## src/verilog/mission_cmd_pkg.sv

```systemverilog
`default_nettype none
package mission_cmd_pkg;
    // Clock rate and bus timing
    localparam int CLK_MHZ     = 100;
    localparam int RST_MIN_US  = 480;
    localparam int PD_WAIT_US  = 30;
    localparam int PD_LOW_US   = 120;
    localparam int CLEAR_US    = 500;
    // Least time rounds up, longest time rounds down (whole microseconds here)
    localparam int RST_MIN_CYC = RST_MIN_US * CLK_MHZ;
    localparam int PD_WAIT_CYC = PD_WAIT_US * CLK_MHZ;
    localparam int PD_LOW_CYC  = PD_LOW_US * CLK_MHZ;
    localparam int CLEAR_CYC   = CLEAR_US * CLK_MHZ;

    // Command bytes and loop answers
    localparam logic [7:0] ROM_SKIP    = 8'hCC;
    localparam logic [7:0] FN_WRITE_SP = 8'h0F;
    localparam logic [7:0] FN_READ_SP  = 8'hAA;
    localparam logic [7:0] FN_COPY_SP  = 8'h55;
    localparam logic [7:0] FN_CLEAR    = 8'h3C;
    localparam logic [7:0] LOOP_OK     = 8'hAA;
    localparam logic [7:0] LOOP_FAIL   = 8'hFF;

    // Register addresses, field positions, reset values
    localparam logic [15:0] RTC_BASE   = 16'h0200;
    localparam logic [15:0] RTC_LAST   = 16'h0206;
    localparam logic [15:0] CTL_ADDR   = 16'h020E;
    localparam logic [15:0] STAT_ADDR  = 16'h0214;
    localparam int          CTL_OSC_OFF_BIT = 7;
    localparam int          CTL_CLR_EN_BIT  = 6;
    localparam int          STAT_MIP_BIT    = 5;
    localparam int          STAT_MEMORY_CLEARED_FLAG_BIT = 3;
    localparam logic [7:0]  CTL_RESET  = 8'h00;
    localparam logic [7:0]  RTC_RESET  = 8'h00;
    localparam logic [4:0]  SP_LAST    = 5'h1F;
    localparam logic [15:0] CRC_INIT   = 16'h0000;
    localparam logic [15:0] CRC_POLY_R = 16'hA001;

    typedef enum logic [3:0] {
        ST_IDLE  = 4'h0,
        ST_ROM   = 4'h1,
        ST_FUNC  = 4'h3,
        ST_TA1   = 4'h2,
        ST_TA2   = 4'h6,
        ST_WDATA = 4'h7,
        ST_TXCRC = 4'h5,
        ST_RSEND = 4'h4,
        ST_CAUTH = 4'hC,
        ST_COPY  = 4'hD,
        ST_LOOP  = 4'hF
    } cmd_state_t;
endpackage : mission_cmd_pkg
`default_nettype wire

```

## src/verilog/mission_setup_scratchpad_cmds.sv

```systemverilog
`timescale 1ns/1ns
`default_nettype none
module mission_setup_scratchpad_cmds
    import mission_cmd_pkg::*;
#(
    parameter int RST_MIN_CYC_P = RST_MIN_CYC,
    parameter int PD_LOW_CYC_P  = PD_LOW_CYC,
    parameter int CLEAR_CYC_P   = CLEAR_CYC
) (
    input  wire logic        clk_sys,
    input  wire logic        reset,
    input  wire logic        dq_in,
    output logic             dq_out,
    output logic             dq_oe,
    input  wire logic        rx_valid,
    input  wire logic [7:0]  rx_data,
    input  wire logic        tx_taken,
    output logic [7:0]       tx_data,
    input  wire logic        mission_start,
    output logic [55:0]      rtc_value,
    output logic [7:0]       control_byte,
    output logic             mission_active,
    output logic             memory_cleared,
    output logic             log_clear_busy
);
    localparam int CCW = $clog2(CLEAR_CYC_P + 1);

    if (CLEAR_CYC_P < 1 || CLEAR_CYC_P > CLEAR_CYC) begin : g_bad_par
        $error("clear time must be 1 to CLEAR_CYC cycles");
    end

    // Reflected CRC-16, one byte LSB first
    function automatic logic [15:0] crc16_byte(input logic [15:0] c, input logic [7:0] d);
        logic [15:0] r;
        r = c;
        for (int i = 0; i < 8; i++) begin
            if (r[0] ^ d[i]) begin
                r = (r >> 1) ^ CRC_POLY_R;
            end else begin
                r = r >> 1;
            end
        end
        return r;
    endfunction : crc16_byte

    cmd_state_t     state_r;
    logic [7:0]     ta1_r;
    logic [7:0]     ta2_r;
    logic [4:0]     end_off_r;
    logic           aa_r;
    logic [7:0]     scratch_r [32];
    logic [4:0]     wptr_r;
    logic [5:0]     sidx_r;
    logic [15:0]    crc_r;
    logic [7:0]     tx_data_r;
    logic [1:0]     auth_cnt_r;
    logic           auth_ok_r;
    logic [4:0]     cidx_r;
    logic [7:0]     rtc_r [7];
    logic [7:0]     ctl_r;
    logic           mip_r;
    logic           memory_cleared_flag_r;
    logic [CCW-1:0] clr_cnt_r;
    logic           clr_busy_r;
    logic           bus_reset;
    logic [15:0]    crc_rx;
    logic [15:0]    crc_tx;
    logic [7:0]     es_byte;
    logic [4:0]     rd_pos;
    logic           rd_last;
    logic [5:0]     sidx_inc;
    logic [7:0]     rd_nxt;
    logic [7:0]     auth_exp;
    logic           copy_wr;
    logic [15:0]    copy_addr;
    logic [7:0]     copy_data;
    logic           rtc_hit;
    logic           clr_go;
    logic           clr_done;

    presence_gen #(
        .RST_MIN_CYC_P (RST_MIN_CYC_P),
        .PD_LOW_CYC_P  (PD_LOW_CYC_P)
    ) u_presence (
        .clk_sys   (clk_sys),
        .reset     (reset),
        .dq_in     (dq_in),
        .dq_out    (dq_out),
        .dq_oe     (dq_oe),
        .bus_reset (bus_reset)
    );

    // Byte-path helpers shared by the sequencer and the checks
    assign crc_rx   = crc16_byte(crc_r, rx_data);
    assign crc_tx   = crc16_byte(crc_r, tx_data_r);
    assign es_byte  = {aa_r, 2'b00, end_off_r};
    assign rd_pos   = ta1_r[4:0] + sidx_r[4:0] - 5'd3;
    assign rd_last  = (sidx_r >= 6'd3) && (rd_pos == SP_LAST);
    assign sidx_inc = sidx_r + 6'd1;

    // Next byte of the read-back: header first, then data from start offset
    always_comb begin
        unique case (sidx_inc)
            6'd1:    rd_nxt = ta2_r;
            6'd2:    rd_nxt = es_byte;
            default: rd_nxt = scratch_r[ta1_r[4:0] + sidx_inc[4:0] - 5'd3];
        endcase
    end

    // Authorization bytes expected in arrival order
    always_comb begin
        unique case (auth_cnt_r)
            2'd0:    auth_exp = ta1_r;
            2'd1:    auth_exp = ta2_r;
            default: auth_exp = es_byte;
        endcase
    end

    // Command sequencer; a bus reset always restarts at the ROM byte
    always_ff @(posedge clk_sys) begin
        if (reset) begin
            state_r    <= ST_IDLE;
            ta1_r      <= 8'h00;
            ta2_r      <= 8'h00;
            end_off_r  <= 5'h00;
            aa_r       <= 1'b0;
            wptr_r     <= 5'h00;
            sidx_r     <= 6'h00;
            crc_r      <= CRC_INIT;
            tx_data_r  <= LOOP_FAIL;
            auth_cnt_r <= 2'h0;
            auth_ok_r  <= 1'b0;
            cidx_r     <= 5'h00;
        end else if (bus_reset) begin
            state_r   <= ST_ROM;
            crc_r     <= CRC_INIT;
            tx_data_r <= LOOP_FAIL;
        end else begin
            unique case (state_r)
                ST_IDLE: begin
                end
                ST_ROM: if (rx_valid) begin
                    state_r <= (rx_data == ROM_SKIP) ? ST_FUNC : ST_IDLE;
                end
                ST_FUNC: if (rx_valid) begin
                    crc_r <= crc_rx;
                    unique case (rx_data)
                        FN_WRITE_SP: begin
                            state_r <= ST_TA1;
                            aa_r    <= 1'b0;
                        end
                        FN_READ_SP: begin
                            state_r   <= ST_RSEND;
                            sidx_r    <= 6'h00;
                            tx_data_r <= ta1_r;
                        end
                        FN_COPY_SP: begin
                            state_r    <= ST_CAUTH;
                            auth_cnt_r <= 2'h0;
                            auth_ok_r  <= 1'b1;
                        end
                        default: state_r <= ST_IDLE;
                    endcase
                end
                ST_TA1: if (rx_valid) begin
                    ta1_r   <= rx_data;
                    crc_r   <= crc_rx;
                    state_r <= ST_TA2;
                end
                ST_TA2: if (rx_valid) begin
                    ta2_r     <= rx_data;
                    crc_r     <= crc_rx;
                    wptr_r    <= ta1_r[4:0];
                    end_off_r <= ta1_r[4:0];
                    state_r   <= ST_WDATA;
                end
                ST_WDATA: if (rx_valid) begin
                    crc_r     <= crc_rx;
                    end_off_r <= wptr_r;
                    wptr_r    <= wptr_r + 5'd1;
                    if (wptr_r == SP_LAST) begin
                        state_r   <= ST_TXCRC;
                        sidx_r    <= 6'h00;
                        tx_data_r <= ~crc_rx[7:0];
                    end
                end
                ST_RSEND: if (tx_taken) begin
                    crc_r  <= crc_tx;
                    sidx_r <= sidx_inc;
                    if (rd_last) begin
                        state_r   <= ST_TXCRC;
                        sidx_r    <= 6'h00;
                        tx_data_r <= ~crc_tx[7:0];
                    end else begin
                        tx_data_r <= rd_nxt;
                    end
                end
                ST_TXCRC: if (tx_taken) begin
                    if (sidx_r == 6'h00) begin
                        sidx_r    <= 6'h01;
                        tx_data_r <= ~crc_r[15:8];
                    end else begin
                        state_r   <= ST_LOOP;
                        tx_data_r <= LOOP_FAIL;
                    end
                end
                ST_CAUTH: if (rx_valid) begin
                    auth_cnt_r <= auth_cnt_r + 2'd1;
                    auth_ok_r  <= auth_ok_r && (rx_data == auth_exp);
                    cidx_r     <= ta1_r[4:0];
                    if (auth_cnt_r == 2'd2) begin
                        if (auth_ok_r && (rx_data == auth_exp)) begin
                            state_r <= ST_COPY;
                        end else begin
                            state_r   <= ST_LOOP;
                            tx_data_r <= LOOP_FAIL;
                        end
                    end
                end
                ST_COPY: begin
                    cidx_r <= cidx_r + 5'd1;
                    if (cidx_r == end_off_r) begin
                        aa_r      <= 1'b1;
                        state_r   <= ST_LOOP;
                        tx_data_r <= LOOP_OK;
                    end
                end
                ST_LOOP: begin
                end
                default: state_r <= ST_IDLE;
            endcase
        end
    end

    // Scratchpad storage; only the write phase touches it
    always_ff @(posedge clk_sys) begin
        if (reset) begin
            for (int i = 0; i < 32; i++) begin
                scratch_r[i] <= 8'h00;
            end
        end else if (state_r == ST_WDATA && rx_valid) begin
            scratch_r[wptr_r] <= rx_data;
        end
    end

    // Copy walks one byte per cycle from start to ending offset
    assign copy_wr   = (state_r == ST_COPY);
    assign copy_addr = {ta2_r, ta1_r[7:5], cidx_r};
    assign copy_data = scratch_r[cidx_r];
    assign rtc_hit   = (copy_addr >= RTC_BASE) && (copy_addr <= RTC_LAST);

    // Clock and control registers; addresses outside the map are ignored
    always_ff @(posedge clk_sys) begin
        if (reset) begin
            for (int i = 0; i < 7; i++) begin
                rtc_r[i] <= RTC_RESET;
            end
            ctl_r <= CTL_RESET;
        end else begin
            if (copy_wr && rtc_hit) begin
                rtc_r[copy_addr[2:0]] <= copy_data;
            end
            // One clear per enable, so a stray command cannot wipe a new log
            if (clr_done) begin
                ctl_r[CTL_CLR_EN_BIT] <= 1'b0;
            end
            // Copied value comes last, so a fresh enable wins over the self-clear
            if (copy_wr && copy_addr == CTL_ADDR) begin
                ctl_r <= copy_data;
            end
        end
    end

    // Mission flag: start sets it, a copied zero clears it; set wins
    always_ff @(posedge clk_sys) begin
        if (reset) begin
            mip_r <= 1'b0;
        end else if (mission_start) begin
            mip_r <= 1'b1;
        end else if (copy_wr && copy_addr == STAT_ADDR && !copy_data[STAT_MIP_BIT]) begin
            mip_r <= 1'b0;
        end
    end

    // Cleared flag: clear completion sets it, a new mission drops it
    always_ff @(posedge clk_sys) begin
        if (reset) begin
            memory_cleared_flag_r <= 1'b0;
        end else if (clr_done) begin
            memory_cleared_flag_r <= 1'b1;
        end else if (mission_start) begin
            memory_cleared_flag_r <= 1'b0;
        end
    end

    // Clear needs the enable, a running oscillator and no mission
    assign clr_go = (state_r == ST_FUNC) && rx_valid && (rx_data == FN_CLEAR) &&
                    ctl_r[CTL_CLR_EN_BIT] && !ctl_r[CTL_OSC_OFF_BIT] && !mip_r;
    assign clr_done = clr_busy_r && (clr_cnt_r == '0);

    // Clear timer; busy never outlasts the settling wait
    always_ff @(posedge clk_sys) begin
        if (reset) begin
            clr_busy_r <= 1'b0;
            clr_cnt_r  <= '0;
        end else if (clr_go && !clr_busy_r) begin
            clr_busy_r <= 1'b1;
            clr_cnt_r  <= CCW'(CLEAR_CYC_P - 1);
        end else if (clr_done) begin
            clr_busy_r <= 1'b0;
        end else if (clr_busy_r) begin
            clr_cnt_r <= clr_cnt_r - 1'b1;
        end
    end

    assign tx_data        = tx_data_r;
    assign rtc_value      = {rtc_r[6], rtc_r[5], rtc_r[4], rtc_r[3],
                             rtc_r[2], rtc_r[1], rtc_r[0]};
    assign control_byte   = ctl_r;
    assign mission_active = mip_r;
    assign memory_cleared = memory_cleared_flag_r;
    assign log_clear_busy = clr_busy_r;
endmodule : mission_setup_scratchpad_cmds
`default_nettype wire

```

## src/verilog/presence_gen.sv

```systemverilog
`timescale 1ns/1ns
`default_nettype none
module presence_gen
    import mission_cmd_pkg::*;
#(
    parameter int RST_MIN_CYC_P = RST_MIN_CYC,
    parameter int PD_LOW_CYC_P  = PD_LOW_CYC
) (
    input  wire logic clk_sys,
    input  wire logic reset,
    input  wire logic dq_in,
    output logic      dq_out,
    output logic      dq_oe,
    output logic      bus_reset
);
    localparam int CW = $clog2(RST_MIN_CYC_P + PD_LOW_CYC_P + PD_WAIT_CYC + 1);

    if (RST_MIN_CYC_P < 2 || PD_LOW_CYC_P < 1) begin : g_bad_par
        $error("presence_gen: timing parameters too small");
    end

    logic [2:0]    sync_r;
    logic          lvl_r;
    logic          lvl_d_r;
    logic [CW-1:0] low_cnt_r;
    logic [CW-1:0] pd_cnt_r;
    logic          pd_wait_r;
    logic          dq_oe_r;
    logic          bus_reset_r;

    // Three stages; a level counts once the last two agree
    always_ff @(posedge clk_sys) begin
        if (reset) begin
            sync_r  <= 3'h7;
            lvl_r   <= 1'b1;
            lvl_d_r <= 1'b1;
        end else begin
            sync_r  <= {sync_r[1:0], dq_in};
            lvl_d_r <= lvl_r;
            if (sync_r[1] == sync_r[2]) begin
                lvl_r <= sync_r[2];
            end
        end
    end

    // Measure master low time; long enough and released means bus reset
    always_ff @(posedge clk_sys) begin
        if (reset) begin
            low_cnt_r   <= '0;
            bus_reset_r <= 1'b0;
        end else begin
            bus_reset_r <= lvl_r && !lvl_d_r && (low_cnt_r >= CW'(RST_MIN_CYC_P));
            if (lvl_r || dq_oe_r) begin
                low_cnt_r <= '0;
            end else if (low_cnt_r != CW'(RST_MIN_CYC_P)) begin
                low_cnt_r <= low_cnt_r + 1'b1;
            end
        end
    end

    // Presence answer: wait, then pull the line low for a fixed time
    always_ff @(posedge clk_sys) begin
        if (reset) begin
            pd_cnt_r  <= '0;
            pd_wait_r <= 1'b0;
            dq_oe_r   <= 1'b0;
        end else if (bus_reset_r) begin
            pd_cnt_r  <= CW'(PD_WAIT_CYC - 1);
            pd_wait_r <= 1'b1;
            dq_oe_r   <= 1'b0;
        end else if (pd_cnt_r != '0) begin
            pd_cnt_r <= pd_cnt_r - 1'b1;
        end else if (pd_wait_r) begin
            pd_wait_r <= 1'b0;
            dq_oe_r   <= 1'b1;
            pd_cnt_r  <= CW'(PD_LOW_CYC_P - 1);
        end else begin
            dq_oe_r <= 1'b0;
        end
    end

    assign dq_out    = 1'b0;
    assign dq_oe     = dq_oe_r;
    assign bus_reset = bus_reset_r;
endmodule : presence_gen
`default_nettype wire

```

## config.mk

```make
export PLATFORM = sky130hd
export DESIGN_NAME = mission_setup_scratchpad_cmds
export DESIGN_NICKNAME = d
export VERILOG_FILES = /design/src/verilog/mission_cmd_pkg.sv /design/src/verilog/mission_setup_scratchpad_cmds.sv /design/src/verilog/presence_gen.sv
export SDC_FILE = /design/constraint.sdc
export NUM_CORES = 1
export LEC_CHECK = 0
export ABC_CLOCK_PERIOD_IN_PS = 4100
export BUFFER_PORTS_ARGS = -buffer_cell sky130_fd_sc_hd__buf_4
export CAP_MARGIN = 20
export CORE_UTILIZATION = 30
export CTS_BUF_LIST = sky130_fd_sc_hd__clkbuf_4 sky130_fd_sc_hd__clkbuf_8 sky130_fd_sc_hd__clkbuf_16
export CTS_CLUSTER_DIAMETER = 100
export DETAILED_ROUTE_END_ITERATION = 8
export GPL_TIMING_DRIVEN = 0
export PLACE_DENSITY_LB_ADDON = 0.05
export SYNTH_ARGS = -nofsm -noshare
export SYNTH_HDL_FRONTEND = slang
export SYNTH_SLANG_ARGS = --single-unit
```

## constraint.sdc

```tcl
create_clock -name clk_sys -period 4.1 [get_ports clk_sys]
set_input_delay 0.205 -clock clk_sys [delete_from_list [all_inputs] [get_ports clk_sys]]
set_output_delay 0.205 -clock clk_sys [all_outputs]
set_load 0.1 [all_outputs]
```

==> results.ini, run 1 <==
[run_status]
status=finished clean

[floorplanning]
fp-row-count=103
coreArea_um2=79000
start_util_pct=30.4
ioPinCount=91
fp.dieArea_um2=81100
die_w_um=285
die_y_um=285

[critical_path]
path_max_fanout=10
cp-end-kind=register
cpPeakStageDelay_ns=0.69
required_ns=4.58
worst-setup-path-type=register to register
cp-start-kind=register
cpMostUsedCell=ha_1
cp_slowest_cell=fa_2
reg2reg_slack_ns=0.09
crit_family=adder cells
critPathArrivalTime_ns=4.49
path_cells=inv_1 -> ha_1 -> ha_1 -> ha_1 -> fa_2 -> clkbuf_4 -> clkbuf_2 -> mux2i_1 -> a211oi_1 -> a21o_1 -> a31oi_1 -> o31ai_1
path_buf_inv=3

[placed_design]
dp_hpwl_mm=66.8
io_buffers=89
dpl_worst_slack_ns=-1.80
gp_congestion=0.889
place_area_um2=26000

[power]
total_power_w=0.0114
power-per-cell-area_nw_per_um2=403
p_leak_nw=10.0
ir_drop_mv=0.344

[logic_synthesis]
synth_top_area_cell=edfxtp_1
ys_async_sr_fraction_pct=0
synth_top_area_share_pct=38.0
synth.top_cells.by_area=edfxtp_1 (38%), mux4_2 (14%), dfxtp_1 (12%), and2_1 (6.9%), nor2_1 (3.5%)
ys.flop_type=edfxtp_1
yosysSeqAreaShare_pct=50.5
synth.net_count=2076
yosys_warnings=0
avgSynthCellArea_um2=11.8
ys_types=79
mappedNetlistArea_um2=24000
postSynthCellCount=2027
synth_edf_count=304
synth-seq-cells=453

[drt]
viasPerCell=5.24
drcViolationCount=0
final_antenna_net_count=0
dr.pass1.iters=7
drt-initial-drc-count=1135
finalWirelength_mm=91.2
wl_per_cell_um=27.8
num_vias=17200

[timing]
tightest_slew_ns=1.13
fin_skew_ns=0.0269
setup_violations=0
setup_ws_ns=0.0901
fin_crit_sh_pct=97.8
slew_viol_final=0
fmax_ghz=0.249
holdWs_ns=0.130
relSlewSlack_pct=24.7
finalHoldViolCount=0
rsz0062_at_grt=no
fin_crit_ns=4.01

[job]
cap_viol_max_count=0

[finish]
final_area_um2=28400
antenna_cells=0
syn2layout_area_growth_pct=18.2
drive_gt1_share_pct=21.5
layout_commonest_cell=edfxtp_1
fin_util_pct=35.9
mostFrequentLayoutCells=edfxtp_1 (304), and2_1 (264), nor2_1 (222), mux4_2 (147), dfxtp_1 (146)
nets=2237

[clock_tree]
cts_root_buffer=clkbuf_16
cts_tree=built
clk_pin_slew_ns=0.06
clk_latency_ns=0.61
cts.htree.levels=2
cts_buffer_depth=3
cts.sinks=453
numCtsBuffers=55

[global_route]
grt_pass1_wl_mm=129
antenna_found_initial=2
grt_overflow=0
grt_max_degree=15
grt_pass1_vias=17200
gr-usage-all-layers_pct=22.3

[worst_hold_path]
hold_path.class=input port to register

## power breakdown
group	switching (W)	leakage [nW]	internal, W
Combinational	0.000719	4.86	0.000364
Clock	0.00204	0.961	0.00313
Sequential	0.000125	4.19	0.00506
## path summary, 6_finish.rpt
path	startpoint	to	cells after the start
max	sidx_r[0]$_SDFFE_PP0P_	tx_data[1]$_SDFFE_PP1P_	12
min	tx_taken	crc_r[7]$_SDFFE_PP0P_	5
max reg2reg	sidx_r[0]$_SDFFE_PP0P_	tx_data[1]$_SDFFE_PP1P_	12
min reg2reg	u_presence.lvl_d_r$_SDFF_PP1_	u_presence.bus_reset$_SDFF_PP0_	1
## tightest hold or removal path: cells and delay by family
| kind | cells | cell delay [ns] |
|---|---|---|
| AOI/OAI and AO/OA | 2 | 0.23 |
| and+or+nand+nor | 2 | 0.11 |
| buffers and inverters | 1 | 0.14 |
## sequential cells by signal, summed over array words and instances, names as in the netlist, 2 cells and up, named ones only
| signal | count |
|---|---|
| ta2_r | 8 |
| rtc_r | 56 |
| wptr_r | 5 |
| control_byte | 8 |
| u_presence.sync_r | 3 |
| tx_data | 8 |
| crc_r | 16 |
| sidx_r | 6 |
| cidx_r | 5 |
| end_off_r | 5 |
| clr_cnt_r | 16 |
| u_presence.low_cnt_r | 16 |
| ta1_r | 8 |
| auth_cnt_r | 2 |
| scratch_r | 256 |
| u_presence.pd_cnt_r | 16 |
| state_r | 4 |
## stage by stage
step	setup TNS, ns	std cells
final	0	3283
after floorplan	0	2027
after global routing	0	3283
after CTS	-0.0213	3276
after global placement	-54.90	3166
after detailed placement	-47.89	3171
## layer usage
layer  GRT usage, %  part of all wire (%)  up-vias
met3           3.10                   5.0      145
met1           29.1                    42     8792
met4           7.16                   3.3        0
met5              0                     0        -
met2           38.2                    49      513
li1               -                     -     7761
## timing repair
action | 4_1_cts | 5_1_grt
pin swaps | 3 | 3
gates resized for setup | 67 | 21
setup buffers | 2 | 10
endpoints found under the setup margin | 68 | 27
gates cloned | 0 | 0
hold buffers | 2 | 0
hold endpoints to repair | 3 | 0
## layout make-up
cell class | count | area (µm²)
Timing Repair Buffer | 108 | 876
Tap cell | 1050 | 1310
Multi-Input combinational cell | 1394 | 11300
Clock buffer | 78 | 1630
Fill cell | 7846 | 50600
Inverter | 43 | 161
Clock inverter | 24 | 282
Buffer | 133 | 663
Sequential cell | 453 | 12100
## Yosys cell counts, types with 4 or more instances
master,count
or3_1,18
nand3_1,28
o22ai_1,4
nand4_1,5
nor4b_1,4
a21oi_1,107
a31oi_1,9
clkbuf_1,104
a22o_1,9
nand2b_1,20
nor2_1,222
nand3b_1,9
mux2_2,6
buf_2,21
buf_1,9
mux4_2,147
inv_1,42
nor2b_1,16
ha_1,33
a21o_1,5
o31ai_1,4
a221oi_1,6
nor3_1,33
dfxtp_1,149
xnor2_1,52
a22oi_1,5
mux2i_1,45
o21ai_0,41
xnor3_1,5
or2_2,50
edfxtp_1,304
and3_1,10
nor4_1,12
and2_1,264
xor2_1,38
nand2_1,83
a2111oi_0,4
a211oi_1,29
or4_1,11
## cells by family after synthesis
group / after synthesis / synth area share [%]
simple gates: 795 / 17.5
fa+ha+maj: 35 / 1.89
flops: 453 / 50.5
compound gates: 266 / 7.04
mux: 199 / 16.1
buf+inv: 180 / 2.97
other cells: 1 / 0.0156
xor+xnor: 98 / 4.04
No activity file was read; power rests on OpenSTA's default activity.
==> run 2: changes to the inputs <==
--- a/config.mk
+++ b/config.mk
@@ -6,12 +6,12 @@
 export NUM_CORES = 1
 export LEC_CHECK = 0
 export ABC_CLOCK_PERIOD_IN_PS = 4100
-export BUFFER_PORTS_ARGS = -buffer_cell sky130_fd_sc_hd__buf_4
 export CAP_MARGIN = 20
 export CORE_UTILIZATION = 30
 export CTS_BUF_LIST = sky130_fd_sc_hd__clkbuf_4 sky130_fd_sc_hd__clkbuf_8 sky130_fd_sc_hd__clkbuf_16
 export CTS_CLUSTER_DIAMETER = 100
 export DETAILED_ROUTE_END_ITERATION = 8
+export DONT_BUFFER_PORTS = 1
 export GPL_TIMING_DRIVEN = 0
 export PLACE_DENSITY_LB_ADDON = 0.05
 export SYNTH_ARGS = -nofsm -noshare
==> run 2 against run 1 <==
Against the previous run:
- register-to-register slack worse by 0.05 ns
- critical path depth shrank 5
- clock-buffer cell count shrank 4
- core utilization decreased by 0.76 points
- non-clock buffer count fell by 82
- total power fell by 1.3%
- cell area down 2.1%
- hold slack got worse by 0.079 ns
- sequential power increased by 3%
- flip-flop and latch count unchanged
- global-route usage grew 0.27 points
==> results.ini, run 2 (synthesis gave the netlist of run 1 again) <==
[finish]
drive_gt1_share_pct=18.5  ; was 21.5%
top_register=scratch_r  ; unchanged
layout_commonest_cell=edfxtp_1  ; unchanged
fin_util_pct=35.1  ; was 35.9%
mostFrequentLayoutCells=edfxtp_1 (304), and2_1 (264), nor2_1 (216), mux4_2 (147), dfxtp_1 (146)  ; was edfxtp_1 (304), and2_1 (264), nor2_1 (222), mux4_2 (147), dfxtp_1 (146)
largest_reg_flops=256  ; unchanged
fin_cells=3202  ; was 3,283
nets=2157  ; was 2,237
final-seq-area_um2=12100  ; unchanged
nFillCells=7806  ; was 7,846
syn2layout_area_growth_pct=15.7  ; was 18.2%
antenna_cells=0  ; unchanged
reg_top3=scratch_r x256, rtc_r x56  ; unchanged
multi_input_comb_area_um2=11300  ; about the same

[worst_hold_path]
hold_path.class=input port to register  ; unchanged

[floorplanning]
fp-row-count=103  ; unchanged
coreArea_um2=79000  ; unchanged
fp.dieArea_um2=81100  ; unchanged
die_w_um=285  ; unchanged
die_y_um=285  ; unchanged
ioPinCount=91  ; unchanged
start_util_pct=30.4  ; unchanged

[power]
p_leak_nw=9.57  ; was 10.0 nW
intPower_w=0.00833  ; was 0.00855 W
ir_drop_mv=0.305  ; was 0.344 mV
p_switching_w=0.00297  ; was 0.00288 W
power-per-cell-area_nw_per_um2=407  ; was 403 nW/µm²
total_power_w=0.0113  ; was 0.0114 W
clockPowerShare_pct=45.0  ; was 45.2%
power_frac_seq_pct=47.4  ; was 45.3%
combPwrFrac_pct=7.6  ; was 9.5%
switching_share_pct=26.3  ; was 25.2%

[global_route]
grt_max_degree=17  ; was 15
gr-usage-all-layers_pct=22.6  ; was 22.3%
grt_pass1_wl_mm=131  ; was 129 mm
grt_pass1_vias=17100  ; was 17,200
grt_overflow=0  ; unchanged
antenna_found_initial=1  ; was 2

[critical_path]
path_buf_inv=2  ; was 3
path_cells=clkbuf_2 -> clkbuf_2 -> mux4_2 -> mux4_2 -> mux2i_2 -> or2_2 -> nor2_1  ; was inv_1 -> ha_1 -> ha_1 -> ha_1 -> fa_2 -> clkbuf_4 -> clkbuf_2 -> mux2i_1 -> a211oi_1 -> a21o_1 -> a31oi_1 -> o31ai_1
critPathArrivalTime_ns=4.44  ; was 4.49 ns
worst-setup-path-type=register to register  ; unchanged
cp-start-kind=register  ; unchanged
cpPeakStageDelay_ns=0.81  ; was 0.69 ns
cp-end-kind=register  ; unchanged
required_ns=4.48  ; was 4.58 ns
cp_slowest_cell=dfxtp_1  ; was fa_2
crit_family=multiplexers  ; was adder cells
path_max_fanout=10  ; unchanged

[clock_tree]
clk_latency_ns=0.64  ; was 0.61 ns
cts_tree=built  ; unchanged
numCtsBuffers=57  ; was 55
cts_buffer_depth=3  ; unchanged
clk_pin_slew_ns=0.06  ; about the same
cts_root_buffer=clkbuf_16  ; unchanged
cts.htree.levels=2  ; unchanged
cts.sinks=453  ; unchanged

[timing]
fin_skew_ns=0.0279  ; was 0.0269 ns
fin_crit_sh_pct=99.0  ; was 97.8%
setup_ws_ns=0.0392  ; was 0.0901 ns
relSlewSlack_pct=22.7  ; was 24.7%
setup_violations=0  ; unchanged
holdWs_ns=0.0510  ; was 0.130 ns
slew_viol_final=0  ; unchanged
fin_crit_ns=4.06  ; was 4.01 ns
tightest_slew_ns=1.16  ; was 1.13 ns
finalHoldViolCount=0  ; unchanged
fmax_ghz=0.246  ; was 0.249 GHz

[placed_design]
dpl_worst_slack_ns=-1.72  ; was -1.80 ns
post-place-cells=3088  ; was 3,171
gp_congestion=0.842  ; was 0.889
io_buffers=0  ; was 89
dp_hpwl_mm=66.8  ; about the same

[job]
cap_viol_max_count=0  ; unchanged

[drt]
num_vias=17000  ; was 17,200
dr.pass1.iters=5  ; was 7
wl_per_cell_um=28.8  ; was 27.8 µm
final_antenna_net_count=0  ; unchanged
drt-initial-drc-count=1213  ; was 1,135
drcViolationCount=0  ; unchanged
finalWirelength_mm=92.2  ; was 91.2 mm
viasPerCell=5.30  ; was 5.24

[run_status]
status=finished clean  ; unchanged

## run 2: cell type report
type / instances / area share [%]
flip-flops and latches: 453 / 43.7
multi-input cells: 1394 / 40.9
clock buffers: 74 / 5.62
well taps: 1050 / 4.73
plain buffers: 134 / 2.43
repair buffers: 25 / 1.07
clock inverters: 29 / 1.06
inverters: 43 / 0.582
## run 2: path summary, 6_finish.rpt
kind | start | end | slack, ns | cells past startpoint
setup / recovery | register | rtc_r[3][1]$_SDFFCE_PN0P_ | 0.04 | 7
hold / removal | reset | u_presence.low_cnt_r[7]$_SDFFE_PP0N_ | 0.05 | 3
setup reg to reg | register | rtc_r[3][1]$_SDFFCE_PN0P_ | 0.04 | 7
hold reg to reg | u_presence.lvl_d_r$_SDFF_PP1_ | u_presence.bus_reset$_SDFF_PP0_ | 0.39 | 1
## run 2: worst min-delay path, delay by kind of cell
kind | cells | cell delay [ns]
and+or+nand+nor | 1 | 0.07
buffers and inverters | 1 | 0.29
AOI/OAI and AO/OA | 1 | 0.07
## run 2: metrics by stage
stage | instance area, µm² | setup TNS, ns
after floorplan | 24000 | 0
after global placement | 25300 | -61.54
after detailed placement | 25500 | -62.38
after CTS | 27600 | -0.0910
after global routing | 27800 | -0.000519
final | 27800 | 0
## run 2: power by group through the flow
| stage | clock network [W] | logic (W) | registers (W) |
|---|---|---|---|
| global route | 0.00538 | 0.000936 | 0.00538 |
| finish | 0.00508 | 0.000861 | 0.00536 |
| detailed placement | 0 | 0.000859 | 0.00545 |
| CTS | 0.00519 | 0.000869 | 0.00536 |
| floorplan | 0 | 0.000584 | 0.00540 |
| global placement | 0 | 0.000852 | 0.00544 |
## run 2: metal layers
metal / vias to the layer above / wire [µm] / global-route usage (%)
met5: - / 0 / 0
met4: 0 / 3390 / 7.20
met3: 133 / 4000 / 3.02
met2: 460 / 46000 / 39.6
met1: 8797 / 38800 / 28.7
li1: 7583 / - / -
## run 2: what timing repair did
action,in CTS,in global routing
resized for setup,67,25
pin swaps,0,3
endpoints found under the setup margin,69,43
buffers inserted,2,6
hold buffers,4,0
endpoints found under the hold margin,8,0
==> run 3: changes to the inputs <==
--- a/config.mk
+++ b/config.mk
@@ -7,7 +7,7 @@
 export LEC_CHECK = 0
 export ABC_CLOCK_PERIOD_IN_PS = 4100
 export CAP_MARGIN = 20
-export CORE_UTILIZATION = 30
+export CORE_UTILIZATION = 24
 export CTS_BUF_LIST = sky130_fd_sc_hd__clkbuf_4 sky130_fd_sc_hd__clkbuf_8 sky130_fd_sc_hd__clkbuf_16
 export CTS_CLUSTER_DIAMETER = 100
 export DETAILED_ROUTE_END_ITERATION = 8
==> run 3 against run 2 <==
Against the previous run:
- cell area up 1.9%
- global-route usage down 3.4 points
- total power rose by 3.0%
- critical path type unchanged
- combinational power rose by 2.8%
- sequential share of layout area down 0.82 points
- sequential power barely moved
- final cell count grew 7.8%
- clock-buffer cell count shrank 10
- first-iteration DRC count up 6.7%
- highest routed layer is now met5
- clock skew rose by 0.022 ns
- setup slack improved by 0.088 ns
- wire length is 6.4% higher
==> results.ini, run 3 (synthesis gave the netlist of run 1 again) <==
[run_status]
status=finished clean  ; unchanged

[clock_tree]
cts_root_buffer=clkbuf_16  ; unchanged
clk_pin_slew_ns=0.06  ; about the same
clk_latency_ns=0.69  ; was 0.64 ns
numCtsBuffers=56  ; was 57
cts.sinks=453  ; unchanged
cts_tree=built  ; unchanged
cts_buffer_depth=3  ; unchanged
cts.htree.levels=2  ; unchanged

[drt]
finalWirelength_mm=98.1  ; was 92.2 mm
final_antenna_net_count=0  ; unchanged
drt-initial-drc-count=1294  ; was 1,213
wl_per_cell_um=28.4  ; was 28.8 µm
num_vias=16900  ; was 17,000
viasPerCell=4.90  ; was 5.30
dr.pass1.iters=5  ; unchanged
drcViolationCount=0  ; unchanged

[global_route]
use_met3_pct=2.30  ; was 3.02%
grt_pass1_vias=17200  ; was 17,100
met1_usage_pct=25.2  ; was 28.7%
grtUsageMet2_pct=33.2  ; was 39.6%
busiest_layer=met2  ; unchanged
grt_overflow=0  ; unchanged
antenna_found_initial=4  ; was 1
grt_max_degree=18  ; was 17
grt_pass1_wl_mm=137  ; was 131 mm
gr-usage-all-layers_pct=19.2  ; was 22.6%

[timing]
setup_tns_ns=0  ; unchanged
rsz0062_at_grt=no
slew_viol_final=0  ; unchanged
finalHoldViolCount=0  ; unchanged
fin_skew_ns=0.0501  ; was 0.0279 ns
tightest_slew_ns=1.17  ; was 1.16 ns
holdWs_ns=0.0506  ; was 0.0510 ns
fmax_ghz=0.252  ; was 0.246 GHz
relSlewSlack_pct=21.6  ; was 22.7%
fin_crit_sh_pct=96.9  ; was 99.0%
fin_crit_ns=3.97  ; was 4.06 ns
setup_violations=0  ; unchanged

[critical_path]
path_cells=inv_1 -> ha_1 -> buf_2 -> buf_6 -> buf_6 -> buf_4 -> mux4_2 -> a2111oi_2 -> nor4_2 -> o22ai_1 -> a32oi_1  ; was clkbuf_2 -> clkbuf_2 -> mux4_2 -> mux4_2 -> mux2i_2 -> or2_2 -> nor2_1
cpMostUsedCell=buf_6
required_ns=4.61  ; was 4.48 ns
cp-start-kind=register  ; unchanged
worst-setup-path-type=register to register  ; unchanged
critPathArrivalTime_ns=4.48  ; was 4.44 ns
reg2reg_slack_ns=0.13  ; was 0.04 ns
cp-end-kind=register  ; unchanged
path_max_fanout=10  ; unchanged
cp_slowest_cell=mux4_2  ; was dfxtp_1
cpPeakStageDelay_ns=0.63  ; was 0.81 ns

[finish]
top_register=scratch_r  ; unchanged
multi_input_comb_area_um2=11300  ; about the same
largest_reg_flops=256  ; unchanged
drive_gt1_share_pct=17.9  ; was 18.5%
final-seq-area_um2=12100  ; about the same
nets=2166  ; was 2,157
layout_commonest_cell=edfxtp_1  ; unchanged
mostFrequentLayoutCells=edfxtp_1 (304), and2_1 (264), nor2_1 (220), mux4_2 (147), dfxtp_1 (145)  ; was edfxtp_1 (304), and2_1 (264), nor2_1 (216), mux4_2 (147), dfxtp_1 (146)
syn2layout_area_growth_pct=17.9  ; was 15.7%
fin_cells=3453  ; was 3,202
fin_util_pct=28.7  ; was 35.1%
nFillCells=10200  ; was 7,806
reg_top3=scratch_r x256, rtc_r x56  ; unchanged

[floorplanning]
die_y_um=318  ; was 285 µm
ioPinCount=91  ; unchanged
start_util_pct=24.3  ; was 30.4%
die_w_um=318  ; was 285 µm
fp.dieArea_um2=101000  ; was 81,100 µm²
coreArea_um2=98700  ; was 79,000 µm²
fp-row-count=115  ; was 103

[worst_hold_path]
hold_path.class=input port to register  ; unchanged

[placed_design]
dp_hpwl_mm=72.4  ; was 66.8 mm
gp_congestion=0.849  ; was 0.842
post-place-cells=3334  ; was 3,088
io_buffers=0  ; unchanged

[power]
total_power_w=0.0116  ; was 0.0113 W
p_leak_nw=9.65  ; was 9.57 nW
power-per-cell-area_nw_per_um2=411  ; was 407 nW/µm²
ir_drop_mv=0.319  ; was 0.305 mV

[job]
cap_viol_max_count=0  ; unchanged

## run 3: cell types whose count changed in the layout (fill, tap and decap cells not counted), sizes merged, moves of 2 or more
| cell | change |
|---|---|
| clkbuf | -9 |
| buf | +7 |
| clkinv | +6 |
| bufinv | +5 |
| diode | +4 |
| dlygate4sd3 | +2 |
| inv | -2 |
## run 3: timing repair
| item | CTS | global route |
|---|---|---|
| setup buffers | 2 | 3 |
| endpoints found under the setup margin | 74 | 31 |
| hold buffers | 6 | 0 |
| hold endpoints to repair | 6 | 0 |
| resized for setup | 71 | 15 |
| pin swaps | 1 | 2 |
## run 3: routing by layer
metal,up-vias,share of wire [%]
met2,380,49
met5,-,0.013
met3,118,3.5
li1,7617,-
met1,8792,45
met4,2,2.4
## run 3: through the flow
stage                     worst slack, ns  area (µm²)
final                               0.127       28300
after floorplan                     0.287       24000
after detailed placement            -1.63       25900
after global placement              -2.19       25600
after global routing              0.00675       28300
after CTS                         0.00234       28100
## run 3: critical path: cells and delay by family, from the launching register on
| family | cells | cell delay [ns] |
|---|---|---|
| compound gates | 3 | 0.85 |
| flops | 1 | 0.49 |
| simple gates | 1 | 0.12 |
| fa+ha+maj | 1 | 0.28 |
| mux | 1 | 0.63 |
| buf+inv | 5 | 1.44 |
## run 3: path summary, 6_finish.rpt
kind	to	start	cells after the start
worst max-delay path	tx_data[0]$_SDFFE_PP1P_	ta1_r[0]$_SDFFE_PP0P_	11
worst max register to register	tx_data[0]$_SDFFE_PP1P_	ta1_r[0]$_SDFFE_PP0P_	11
worst min register to register	u_presence.bus_reset$_SDFF_PP0_	u_presence.lvl_d_r$_SDFF_PP1_	1
worst min-delay path	aa_r$_SDFFE_PP0P_	rx_data[1]	5
## run 3: where the power goes
group          internal (W)  switching, W
logic              0.000336      0.000549
clock network       0.00317       0.00222
registers           0.00506      0.000296
total               0.00857       0.00306
## run 3: final cells by class
class                      count  area share [%]
tap                         1287            5.69
clock buffer                  64            5.25
clock inverter                39            1.72
inverter                      43           0.571
timing repair buffer          34            1.42
sequential                   453            42.8
multi-input combinational   1394            40.0
antenna                        4          0.0354
buffer                       135            2.44
